## src/rtl/serial_tx_regs.vh

```
// Register indices, field positions, reset values and counts of the serial transmitter
`ifndef SERIAL_TX_REGS_VH
`define SERIAL_TX_REGS_VH

// Register indices; byte address is four times the index
`define IDX_INT_CTRL     8'h0B
`define IDX_PERIPH_FLAGS 8'h0C
`define IDX_RX_CTRL      8'h18
`define IDX_TX_HOLD      8'h19
`define IDX_PERIPH_EN    8'h8C
`define IDX_TX_CTRL      8'h98
`define IDX_BAUD_DIV     8'h99
`define IDX_EVT_STATUS   8'hA0
`define IDX_EVT_MASK     8'hA1

// Transmit status/control fields
`define TX_CLKSRC  7
`define TX_NINE_EN 6
`define TX_ON      5
`define TX_SYNC    4
`define TX_HS      2
`define TX_EMPTY   1
`define TX_NINTH   0

// Other fields
`define RX_PORT_ON 7
`define INT_GIE    7
`define INT_PERIPHERAL_IRQ_ENABLE   6
`define PF_RECEIVE_FULL_FLAG    5
`define PF_TRANSMIT_BUFFER_FREE_FLAG    4
`define PE_RECEIVE_IRQ_ENABLE    5
`define PE_TRANSMIT_IRQ_ENABLE    4
`define EVT_FREE   0
`define EVT_DONE   1

// Reset values
`define RST_INT_CTRL 8'h00
`define RST_PFLAGS   8'h00
`define RST_PEN      8'h00
`define RST_RX_CTRL  8'h00
`define RST_TX_CTRL  8'h02
`define RST_BAUD     8'h00
`define RST_HOLD     8'h00

// Oversampling limits (16 and 64 minus one) and bits left after start
`define PRESC_HS     6'h0F
`define PRESC_LS     6'h3F
`define FRAME_LEFT_8 4'h9
`define FRAME_LEFT_9 4'hA

// AXI responses
`define RESP_OKAY   2'h0
`define RESP_SLVERR 2'h2

`endif

```

## src/rtl/async_serial_transmitter.v

```verilog
// Asynchronous serial transmitter with AXI4-Lite register access
`timescale 1ns/1ps
`include "serial_tx_regs.vh"
module async_serial_transmitter
(
   input  wire        mclk_i,
   input  wire        rst_n_i,
   input  wire [11:0] s_axi_awaddr_i,
   input  wire        s_axi_awvalid_i,
   output reg         s_axi_awready_o,
   input  wire [31:0] s_axi_wdata_i,
   input  wire [3:0]  s_axi_wstrb_i,
   input  wire        s_axi_wvalid_i,
   output reg         s_axi_wready_o,
   output reg  [1:0]  s_axi_bresp_o,
   output reg         s_axi_bvalid_o,
   input  wire        s_axi_bready_i,
   input  wire [11:0] s_axi_araddr_i,
   input  wire        s_axi_arvalid_i,
   output reg         s_axi_arready_o,
   output reg  [31:0] s_axi_rdata_o,
   output reg  [1:0]  s_axi_rresp_o,
   output reg         s_axi_rvalid_o,
   input  wire        s_axi_rready_i,
   output wire        tx_o,
   output reg         tx_oe_o,
   output reg         core_irq_o,
   output reg         irq_o
);
   reg  [11:0] awaddr_ff;
   reg  [7:0]  wdata_ff;
   reg         wstrb0_ff;
   reg         aw_hold_ff;
   reg         w_hold_ff;
   reg         nxt_aw_hold;
   reg         nxt_w_hold;
   reg         nxt_bvalid;
   reg         nxt_rvalid;
   reg  [7:0]  int_ctrl_ff;
   reg  [7:0]  pflags_ff;
   reg  [7:0]  pen_ff;
   reg  [7:0]  rx_ctrl_ff;
   reg  [7:0]  tx_ctrl_ff;
   reg  [7:0]  baud_ff;
   reg  [7:0]  hold_data_ff;
   reg         hold_ninth_ff;
   reg         hold_full_ff;
   reg         buf_free_ff;
   reg  [1:0]  evt_stat_ff;
   reg  [1:0]  evt_mask_ff;
   reg  [7:0]  rd_val;
   reg         rd_ok;
   reg         wr_map;
   wire        aw_take;
   wire        w_take;
   wire        ar_take;
   wire        do_wr;
   wire        wr_ok;
   wire        wr_en;
   wire [7:0]  wr_idx;
   wire [7:0]  rd_idx;
   wire        tx_run;
   wire        buf_free;
   wire        load;
   wire        busy;
   wire        done;
   wire        bit_tick;
   wire [1:0]  evt_set;
   wire [1:0]  evt_clr;

   // Write channel: address and data taken in either order
   assign aw_take = s_axi_awvalid_i & s_axi_awready_o;
   assign w_take  = s_axi_wvalid_i & s_axi_wready_o;
   assign do_wr   = aw_hold_ff & w_hold_ff & ~s_axi_bvalid_o;
   assign wr_idx  = awaddr_ff[9:2];
   assign wr_ok   = wr_map & (awaddr_ff[11:10] == 2'h0) & (awaddr_ff[1:0] == 2'h0);
   // Narrow registers live in byte lane 0 only
   assign wr_en   = do_wr & wr_ok & wstrb0_ff;
   assign ar_take = s_axi_arvalid_i & s_axi_arready_o;
   assign rd_idx  = s_axi_araddr_i[9:2];

   always @*
   begin
      nxt_aw_hold = aw_hold_ff;
      nxt_w_hold  = w_hold_ff;
      nxt_bvalid  = s_axi_bvalid_o;
      nxt_rvalid  = s_axi_rvalid_o;
      if (aw_take)
         nxt_aw_hold = 1'b1;
      if (w_take)
         nxt_w_hold = 1'b1;
      if (s_axi_bvalid_o && s_axi_bready_i)
         nxt_bvalid = 1'b0;
      if (do_wr)
      begin
         nxt_aw_hold = 1'b0;
         nxt_w_hold  = 1'b0;
         nxt_bvalid  = 1'b1;
      end
      if (s_axi_rvalid_o && s_axi_rready_i)
         nxt_rvalid = 1'b0;
      if (ar_take)
         nxt_rvalid = 1'b1;
   end

   // Write address decode
   always @*
   begin
      if (wr_idx == `IDX_INT_CTRL)
         wr_map = 1'b1;
      else if (wr_idx == `IDX_PERIPH_FLAGS)
         wr_map = 1'b1;
      else if (wr_idx == `IDX_RX_CTRL)
         wr_map = 1'b1;
      else if (wr_idx == `IDX_TX_HOLD)
         wr_map = 1'b1;
      else if (wr_idx == `IDX_PERIPH_EN)
         wr_map = 1'b1;
      else if (wr_idx == `IDX_TX_CTRL)
         wr_map = 1'b1;
      else if (wr_idx == `IDX_BAUD_DIV)
         wr_map = 1'b1;
      else if (wr_idx == `IDX_EVT_STATUS)
         wr_map = 1'b1;
      else if (wr_idx == `IDX_EVT_MASK)
         wr_map = 1'b1;
      else
         wr_map = 1'b0;
   end

   // Read mux; unimplemented and write-only bits read zero
   always @*
   begin
      rd_ok  = (s_axi_araddr_i[11:10] == 2'h0) & (s_axi_araddr_i[1:0] == 2'h0);
      rd_val = 8'h00;
      if (rd_idx == `IDX_INT_CTRL)
         rd_val = int_ctrl_ff;
      else if (rd_idx == `IDX_PERIPH_FLAGS)
         rd_val = {pflags_ff[7:6], 1'b0, buf_free, pflags_ff[3:0]};
      else if (rd_idx == `IDX_RX_CTRL)
         rd_val = {rx_ctrl_ff[7:3], 3'h0};
      else if (rd_idx == `IDX_TX_HOLD)
         rd_val = 8'h00;
      else if (rd_idx == `IDX_PERIPH_EN)
         rd_val = pen_ff;
      else if (rd_idx == `IDX_TX_CTRL)
         rd_val = {tx_ctrl_ff[7:4], 1'b0, tx_ctrl_ff[`TX_HS], ~busy, tx_ctrl_ff[0]};
      else if (rd_idx == `IDX_BAUD_DIV)
         rd_val = baud_ff;
      else if (rd_idx == `IDX_EVT_STATUS)
         rd_val = {6'h00, evt_stat_ff};
      else if (rd_idx == `IDX_EVT_MASK)
         rd_val = {6'h00, evt_mask_ff};
      else
         rd_ok = 1'b0;
   end

   always @(posedge mclk_i or negedge rst_n_i)
   begin
      if (!rst_n_i)
      begin
         awaddr_ff       <= 12'h000;
         wdata_ff        <= 8'h00;
         wstrb0_ff       <= 1'b0;
         aw_hold_ff      <= 1'b0;
         w_hold_ff       <= 1'b0;
         s_axi_awready_o <= 1'b0;
         s_axi_wready_o  <= 1'b0;
         s_axi_bvalid_o  <= 1'b0;
         s_axi_bresp_o   <= `RESP_OKAY;
         s_axi_arready_o <= 1'b0;
         s_axi_rvalid_o  <= 1'b0;
         s_axi_rresp_o   <= `RESP_OKAY;
         s_axi_rdata_o   <= 32'h00000000;
      end
      else
      begin
         aw_hold_ff      <= nxt_aw_hold;
         w_hold_ff       <= nxt_w_hold;
         s_axi_bvalid_o  <= nxt_bvalid;
         s_axi_rvalid_o  <= nxt_rvalid;
         // Each ready only while its own channel holds nothing and no response is pending, so one write at a time
         s_axi_awready_o <= ~nxt_aw_hold & ~nxt_bvalid;
         s_axi_wready_o  <= ~nxt_w_hold & ~nxt_bvalid;
         s_axi_arready_o <= ~nxt_rvalid;
         if (aw_take)
            awaddr_ff <= s_axi_awaddr_i;
         if (w_take)
         begin
            wdata_ff  <= s_axi_wdata_i[7:0];
            wstrb0_ff <= s_axi_wstrb_i[0];
         end
         if (do_wr)
            s_axi_bresp_o <= wr_ok ? `RESP_OKAY : `RESP_SLVERR;
         if (ar_take)
         begin
            // Refused reads return zero data
            s_axi_rdata_o <= {24'h000000, rd_ok ? rd_val : 8'h00};
            s_axi_rresp_o <= rd_ok ? `RESP_OKAY : `RESP_SLVERR;
         end
      end
   end

   // Transmit path control
   assign tx_run   = rx_ctrl_ff[`RX_PORT_ON] & ~tx_ctrl_ff[`TX_SYNC] & tx_ctrl_ff[`TX_ON];
   assign buf_free = tx_ctrl_ff[`TX_ON] & ~hold_full_ff;
   assign load     = tx_run & hold_full_ff & ~busy;
   assign evt_set  = {done, buf_free & ~buf_free_ff};
   assign evt_clr  = (wr_en && wr_idx == `IDX_EVT_STATUS) ? wdata_ff[1:0] : 2'h0;

   always @(posedge mclk_i or negedge rst_n_i)
   begin
      if (!rst_n_i)
      begin
         int_ctrl_ff   <= `RST_INT_CTRL;
         pflags_ff     <= `RST_PFLAGS;
         pen_ff        <= `RST_PEN;
         rx_ctrl_ff    <= `RST_RX_CTRL;
         tx_ctrl_ff    <= `RST_TX_CTRL;
         baud_ff       <= `RST_BAUD;
         hold_data_ff  <= `RST_HOLD;
         hold_ninth_ff <= 1'b0;
         hold_full_ff  <= 1'b0;
         buf_free_ff   <= 1'b0;
         evt_stat_ff   <= 2'h0;
         evt_mask_ff   <= 2'h0;
         tx_oe_o       <= 1'b0;
         core_irq_o    <= 1'b0;
         irq_o         <= 1'b0;
      end
      else
      begin
         if (wr_en && wr_idx == `IDX_INT_CTRL)
            int_ctrl_ff <= wdata_ff;
         if (wr_en && wr_idx == `IDX_PERIPH_FLAGS)
            pflags_ff <= {wdata_ff[7:6], 2'h0, wdata_ff[3:0]};
         if (wr_en && wr_idx == `IDX_PERIPH_EN)
            pen_ff <= wdata_ff;
         if (wr_en && wr_idx == `IDX_RX_CTRL)
            rx_ctrl_ff <= {wdata_ff[7:3], 3'h0};
         if (wr_en && wr_idx == `IDX_TX_CTRL)
            tx_ctrl_ff <= {wdata_ff[7:4], 1'b0, wdata_ff[`TX_HS], 1'b0, wdata_ff[`TX_NINTH]};
         if (wr_en && wr_idx == `IDX_BAUD_DIV)
            baud_ff <= wdata_ff;
         if (wr_en && wr_idx == `IDX_EVT_MASK)
            evt_mask_ff <= wdata_ff[1:0];
         // Ninth bit is captured with the byte, so load it first
         if (wr_en && wr_idx == `IDX_TX_HOLD)
         begin
            hold_data_ff  <= wdata_ff;
            hold_ninth_ff <= tx_ctrl_ff[`TX_NINTH];
            hold_full_ff  <= 1'b1;
         end
         else if (load)
            hold_full_ff <= 1'b0;
         buf_free_ff <= buf_free;
         // Set beats a same-cycle write-one clear
         evt_stat_ff <= (evt_stat_ff & ~evt_clr) | evt_set;
         irq_o       <= |(evt_stat_ff & evt_mask_ff);
         tx_oe_o     <= rx_ctrl_ff[`RX_PORT_ON];
         core_irq_o  <= int_ctrl_ff[`INT_GIE] & int_ctrl_ff[`INT_PERIPHERAL_IRQ_ENABLE] &
                        ((buf_free & pen_ff[`PE_TRANSMIT_IRQ_ENABLE]) |
                         (pflags_ff[7] & pen_ff[7]));
      end
   end

   baud_gen u_baud
   (
      .mclk_i  (mclk_i),
      .rst_n_i (rst_n_i),
      .clr_i   (~busy),
      .div_i   (baud_ff),
      .hs_i    (tx_ctrl_ff[`TX_HS]),
      .tick_o  (bit_tick)
   );

   tx_shifter u_shift
   (
      .mclk_i     (mclk_i),
      .rst_n_i    (rst_n_i),
      .run_i      (tx_run),
      .tick_i     (bit_tick),
      .load_i     (load),
      .data_i     (hold_data_ff),
      .ninth_en_i (tx_ctrl_ff[`TX_NINE_EN]),
      .ninth_i    (hold_ninth_ff),
      .busy_o     (busy),
      .line_o     (tx_o),
      .done_o     (done)
   );
endmodule // async_serial_transmitter

```

## src/rtl/baud_gen.v

```verilog
// Bit-rate tick generator from the baud divisor
`timescale 1ns/1ps
`include "serial_tx_regs.vh"
module baud_gen
(
   input  wire       mclk_i,
   input  wire       rst_n_i,
   input  wire       clr_i,
   input  wire [7:0] div_i,
   input  wire       hs_i,
   output reg        tick_o
);
   reg  [7:0] div_cnt_ff;
   reg  [5:0] pre_cnt_ff;
   wire [5:0] limit;

   assign limit = hs_i ? `PRESC_HS : `PRESC_LS;

   // Period is (div+1)*16 or (div+1)*64 clocks
   always @(posedge mclk_i or negedge rst_n_i)
   begin
      if (!rst_n_i)
      begin
         div_cnt_ff <= 8'h00;
         pre_cnt_ff <= 6'h00;
         tick_o     <= 1'b0;
      end
      else if (clr_i)
      begin
         // Idle cycle counts as the first, else the start bit runs one clock long
         div_cnt_ff <= (div_i == 8'h00) ? 8'h00 : 8'h01;
         pre_cnt_ff <= (div_i == 8'h00) ? 6'h01 : 6'h00;
         tick_o     <= 1'b0;
      end
      else if (div_cnt_ff == div_i)
      begin
         div_cnt_ff <= 8'h00;
         tick_o     <= (pre_cnt_ff == limit);
         pre_cnt_ff <= (pre_cnt_ff == limit) ? 6'h00 : pre_cnt_ff + 6'h01;
      end
      else
      begin
         div_cnt_ff <= div_cnt_ff + 8'h01;
         tick_o     <= 1'b0;
      end
   end
endmodule // baud_gen

```

## src/rtl/tx_shifter.v

```verilog
// Frame shifter: start bit, 8 or 9 data bits LSB first, stop bit
`timescale 1ns/1ps
`include "serial_tx_regs.vh"
module tx_shifter
(
   input  wire       mclk_i,
   input  wire       rst_n_i,
   input  wire       run_i,
   input  wire       tick_i,
   input  wire       load_i,
   input  wire [7:0] data_i,
   input  wire       ninth_en_i,
   input  wire       ninth_i,
   output reg        busy_o,
   output reg        line_o,
   output reg        done_o
);
   reg [9:0] shift_ff;
   reg [3:0] cnt_ff;

   always @(posedge mclk_i or negedge rst_n_i)
   begin
      if (!rst_n_i)
      begin
         shift_ff <= 10'h3FF;
         cnt_ff   <= 4'h0;
         busy_o   <= 1'b0;
         line_o   <= 1'b1;
         done_o   <= 1'b0;
      end
      else
      begin
         done_o <= 1'b0;
         if (!run_i)
         begin
            // Disabling aborts the frame and idles the line
            busy_o <= 1'b0;
            line_o <= 1'b1;
         end
         else if (load_i && !busy_o)
         begin
            shift_ff <= ninth_en_i ? {1'b1, ninth_i, data_i} : {2'b11, data_i};
            cnt_ff   <= ninth_en_i ? `FRAME_LEFT_9 : `FRAME_LEFT_8;
            busy_o   <= 1'b1;
            line_o   <= 1'b0;
         end
         else if (busy_o && tick_i)
         begin
            if (cnt_ff == 4'h0)
            begin
               busy_o <= 1'b0;
               done_o <= 1'b1;
            end
            else
            begin
               line_o   <= shift_ff[0];
               shift_ff <= {1'b1, shift_ff[9:1]};
               cnt_ff   <= cnt_ff - 4'h1;
            end
         end
      end
   end
endmodule // tx_shifter

```

## config.mk

```make
export PLATFORM = sky130hd
export DESIGN_NAME = async_serial_transmitter
export DESIGN_NICKNAME = d
export VERILOG_FILES = /design/src/rtl/async_serial_transmitter.v /design/src/rtl/baud_gen.v /design/src/rtl/tx_shifter.v
export VERILOG_INCLUDE_DIRS = /design/src /design/src/rtl
export SDC_FILE = /design/constraint.sdc
export NUM_CORES = 1
export LEC_CHECK = 0
export BUFFER_PORTS_ARGS = -buffer_cell sky130_fd_sc_hd__buf_4
export CAP_MARGIN = 0
export CORE_MARGIN = 5
export CORE_UTILIZATION = 50
export DETAILED_ROUTE_END_ITERATION = 16
export GPL_TIMING_DRIVEN = 0
export PLACE_DENSITY = 0.72
export SLEW_MARGIN = 10
export SYNTH_ARGS = -nofsm -noshare
export SYNTH_HDL_FRONTEND = slang
export SYNTH_SLANG_ARGS = --single-unit
```

## constraint.sdc

```tcl
create_clock -name mclk_i -period 3.6 [get_ports mclk_i]
set_input_delay 0.18 -clock mclk_i [delete_from_list [all_inputs] [get_ports mclk_i]]
set_output_delay 0.18 -clock mclk_i [all_outputs]
set_load 0.01 [all_outputs]
```

==> results_dict.tcl <==
set metrics [dict create \
    slew_headroom_pct 50.5 \
    fin_skew_ns 0.00775 \
    regToRegEndpoint "pen_ff[6]" \
    synthSimpleGateAreaFrac_pct 16.1 \
    setup_violations 0 \
    drv_cap 0 \
    place_area_um2 7080 \
    clockBufferDepth 2 \
    worstPathMaxFanout 8 \
    p_sw_uw 1200 \
    arrival_ns 2.57 \
    startpoint "awaddr_ff[11]" \
    hold_class "in2reg" \
    post_cts_resized 0 \
    gp_congestion 0.938 \
    synthMuxAreaShare_pct 15.5 \
    synthAdderAreaFrac_pct 0.595 \
    switching_share_pct 28.2 \
    drcViolationCount 0 \
    floorplan.rows 41 \
    synth_compound_area_share_pct 9.12 \
    antennaDiodeCount 0 \
    min_path_cells 3 \
    final_common_cell "dfrtp_1" \
    clk-insertion-delay-late_ns 0.42 \
    synth_top_family_by_area "simple AND/OR/NAND/NOR gates" \
    drv_slew 0 \
    async_flop_share_pct 100 \
    period_needed_ns 2.28 \
    r2r_slack_ns 1.32 \
    power_uw 4270 \
    p_leak_uw 0.00364 \
    h-tree-depth 4 \
    numCtsBuffers 17 \
    fp.dieArea_um2 15000 \
    cts_tree "done" \
    worst_pin_slew_ns 0.739 \
    crit_path_end_kind "flop" \
    dp_hpwl_um 10400 \
    grt_max_degree 95 \
    ys.warnings.count 0 \
    cp_slowest_cell "nor4b_4" \
    rsz0062_at_grt "no" \
    wl_per_cell_um 16.8 \
    fillers 1006 \
    root_buffer "clkbuf_16" \
    drtAntennaViolNets 0 \
    min_to "s_axi_rresp_o[1]" \
    io_pins 112 \
    layout_common_cells "dfrtp_1 (118), buf_4 (82), mux2_2 (75), nand2_1 (32), nor2_1 (29)" \
    path_class "reg2reg" \
    vias 4637 \
    required_ns 3.90 \
    start_kind "flop" \
    intPower_uw 3070 \
    vdd_drop_max_uv 520 \
    design_area_um2 7930 \
    pwr_density_cell_nw_per_um2 539 \
    core_region_area_um2 12500 \
    seq_area_frac_synth_pct 51.0 \
    holdCritStartpoint "s_axi_arvalid_i" \
    yosysUniqueCellTypes 64 \
    p_seq_share_pct 43.5 \
    fin_crit_sh_pct 63.2 \
    drive_above_1_share_pct 33.0 \
    timing.critical_path.buf_inv 0 \
    crit-reg2reg-launch "awaddr_ff[11]" \
    die_w_um 122 \
    dr.pass1.iters 5 \
    antenna_found_initial 0 \
    synth_area_um2 6310 \
    start_util_pct 50.4 \
    synth_enable_flop_cells 0 \
    avgViaCountPerCell 5.38 \
    finalWirelength_um 14500 \
    p_clk_share_pct 41.7 \
    fin_setup_tns_ns 0 \
    grt_pass1_vias 4710 \
    synth_ff_type "dfrtp_1" \
    reg2reg_depth 4 \
    cp_top_family "simple AND/OR/NAND/NOR gates" \
    synth-xor-area-share_pct 2.36 \
    status "complete, no violations" \
    fmax_mhz 439 \
    io_buffer_count 57 \
    cp_slowest_stage_delay_ns 0.69 \
    ys_ff_latch 128 \
    grt-ovfl-total 0 \
    grtUsageTotal_pct 20.6 \
    worstPathCellList "nor4_4, nand4b_2, nor4b_4, mux2_2" \
    drtIter0Drc 297 \
    grt_pass1_wl_um 23900 \
    syn_to_final_growth_pct 25.7 \
    clock-sinks 128 \
    avgSynthCellArea_um2 11.4 \
    die_h_um 122 \
    combPwrFrac_pct 14.8 \
    finalHoldViolCount 0 \
    clk_pin_slew_worst_paths_ns 0.06 \
    cts_setup_buffers 0 \
    netlist_instances 552 \
    fin_nets 747 \
]
-- through the flow --
step	worst slack (ns)	instances	utilization [%]	hold slack [ns]
finish	1.32	862	63.4	0.0161
global route	1.24	862	63.4	0.00341
CTS	1.34	861	63.3	0.000119
detailed placement	1.36	807	56.5	0.0933
global placement	1.44	806	56.3	0.375
floorplan	1.70	577	-	-0.116
-- power by group through the flow --
stage                     logic [µW]  clock network, µW  registers [µW]
after floorplan                  427                  0            1780
after CTS                        629               1810            1860
after global routing             695               1870            1890
after global placement           582                  0            1870
after detailed placement         609                  0            1880
final                            631               1780            1860
-- layer usage --
layer	wire, µm	vias to the layer above	GRT usage, %
met1	6220	2306	26.6
met4	247	0	7.70
li1	-	2192	-
met2	7290	116	33.5
met5	0	-	0
met3	771	23	5.39
-- repair_timing --
item | in CTS | in global routing
hold buffers | 22 | 1
endpoints found under the setup margin | 0 | 0
hold endpoints to repair | 55 | 1
-- kinds of logic (layout without fill, tap and decap cells) --
group | after synthesis | count (layout)
compound gates | 89 | 89
fa+ha+maj | 3 | 3
xor+xnor | 17 | 17
mux | 88 | 88
other cells | 1 | 26
simple gates | 165 | 165
buf+inv | 61 | 174
flops | 128 | 128
-- final cells by class --
type                            instances  area (µm²)  share of cell area [%]
Tap cell                              172         215                    2.71
Clock buffer                           20         467                    5.89
Timing Repair Buffer                   81         689                    8.69
Clock inverter                         12         156                    1.97
Multi-Input combinational cell        388        2850                    35.9
Inverter                               17        63.8                   0.805
Buffer                                 44         273                    3.44
Sequential cell                       128        3220                    40.5
-- worst max-delay path by stage --
stage,cells after the start,end,slack [ns]
6_report,4,pen_ff[6],1.32
2_1_floorplan,5,pen_ff[0],1.70
4_1_cts,4,pen_ff[6],1.34
3_3_place_gp,4,pen_ff[2],1.44
5_1_grt,4,pen_ff[6],1.24
3_5_place_dp,4,pen_ff[6],1.36
-- cells in the mapped netlist, drive strengths merged (8+ instances only) --
| cell type | n | area, µm² |
|---|---|---|
| nor3 | 13 | 70.1 |
| buf | 35 | 238 |
| xnor2 | 11 | 96.3 |
| nor2 | 31 | 121 |
| nand3 | 16 | 80.1 |
| inv | 17 | 63.8 |
| nor2b | 8 | 50.1 |
| nand4 | 9 | 56.3 |
| mux2i | 13 | 130 |
| clkbuf | 9 | 35.0 |
| dfstp | 10 | 263 |
| a21oi | 19 | 95.1 |
| nand2 | 33 | 126 |
| mux2 | 75 | 845 |
| dfrtp | 118 | 2950 |
| o21ai | 25 | 125 |
-- tightest hold or removal path: stages --
cell,delay (ns)
buf_4,0.08
a21oi_1,0.06
nor2_1,0.07
-- state kept, by name, indices dropped and copies added, names as in the netlist, 2 cells and up --
signal and flops:
awaddr_ff 12, u_shift.shift_ff 9, baud_ff 8, hold_data_ff 8, int_ctrl_ff 8, pen_ff 8, s_axi_rdata_o 8, u_baud.div_cnt_ff 8
wdata_ff 8, pflags_ff 6, tx_ctrl_ff 6, u_baud.pre_cnt_ff 6, rx_ctrl_ff 5, u_shift.cnt_ff 4, evt_mask_ff 2, evt_stat_ff 2
No activity file was read; power rests on OpenSTA's default activity.
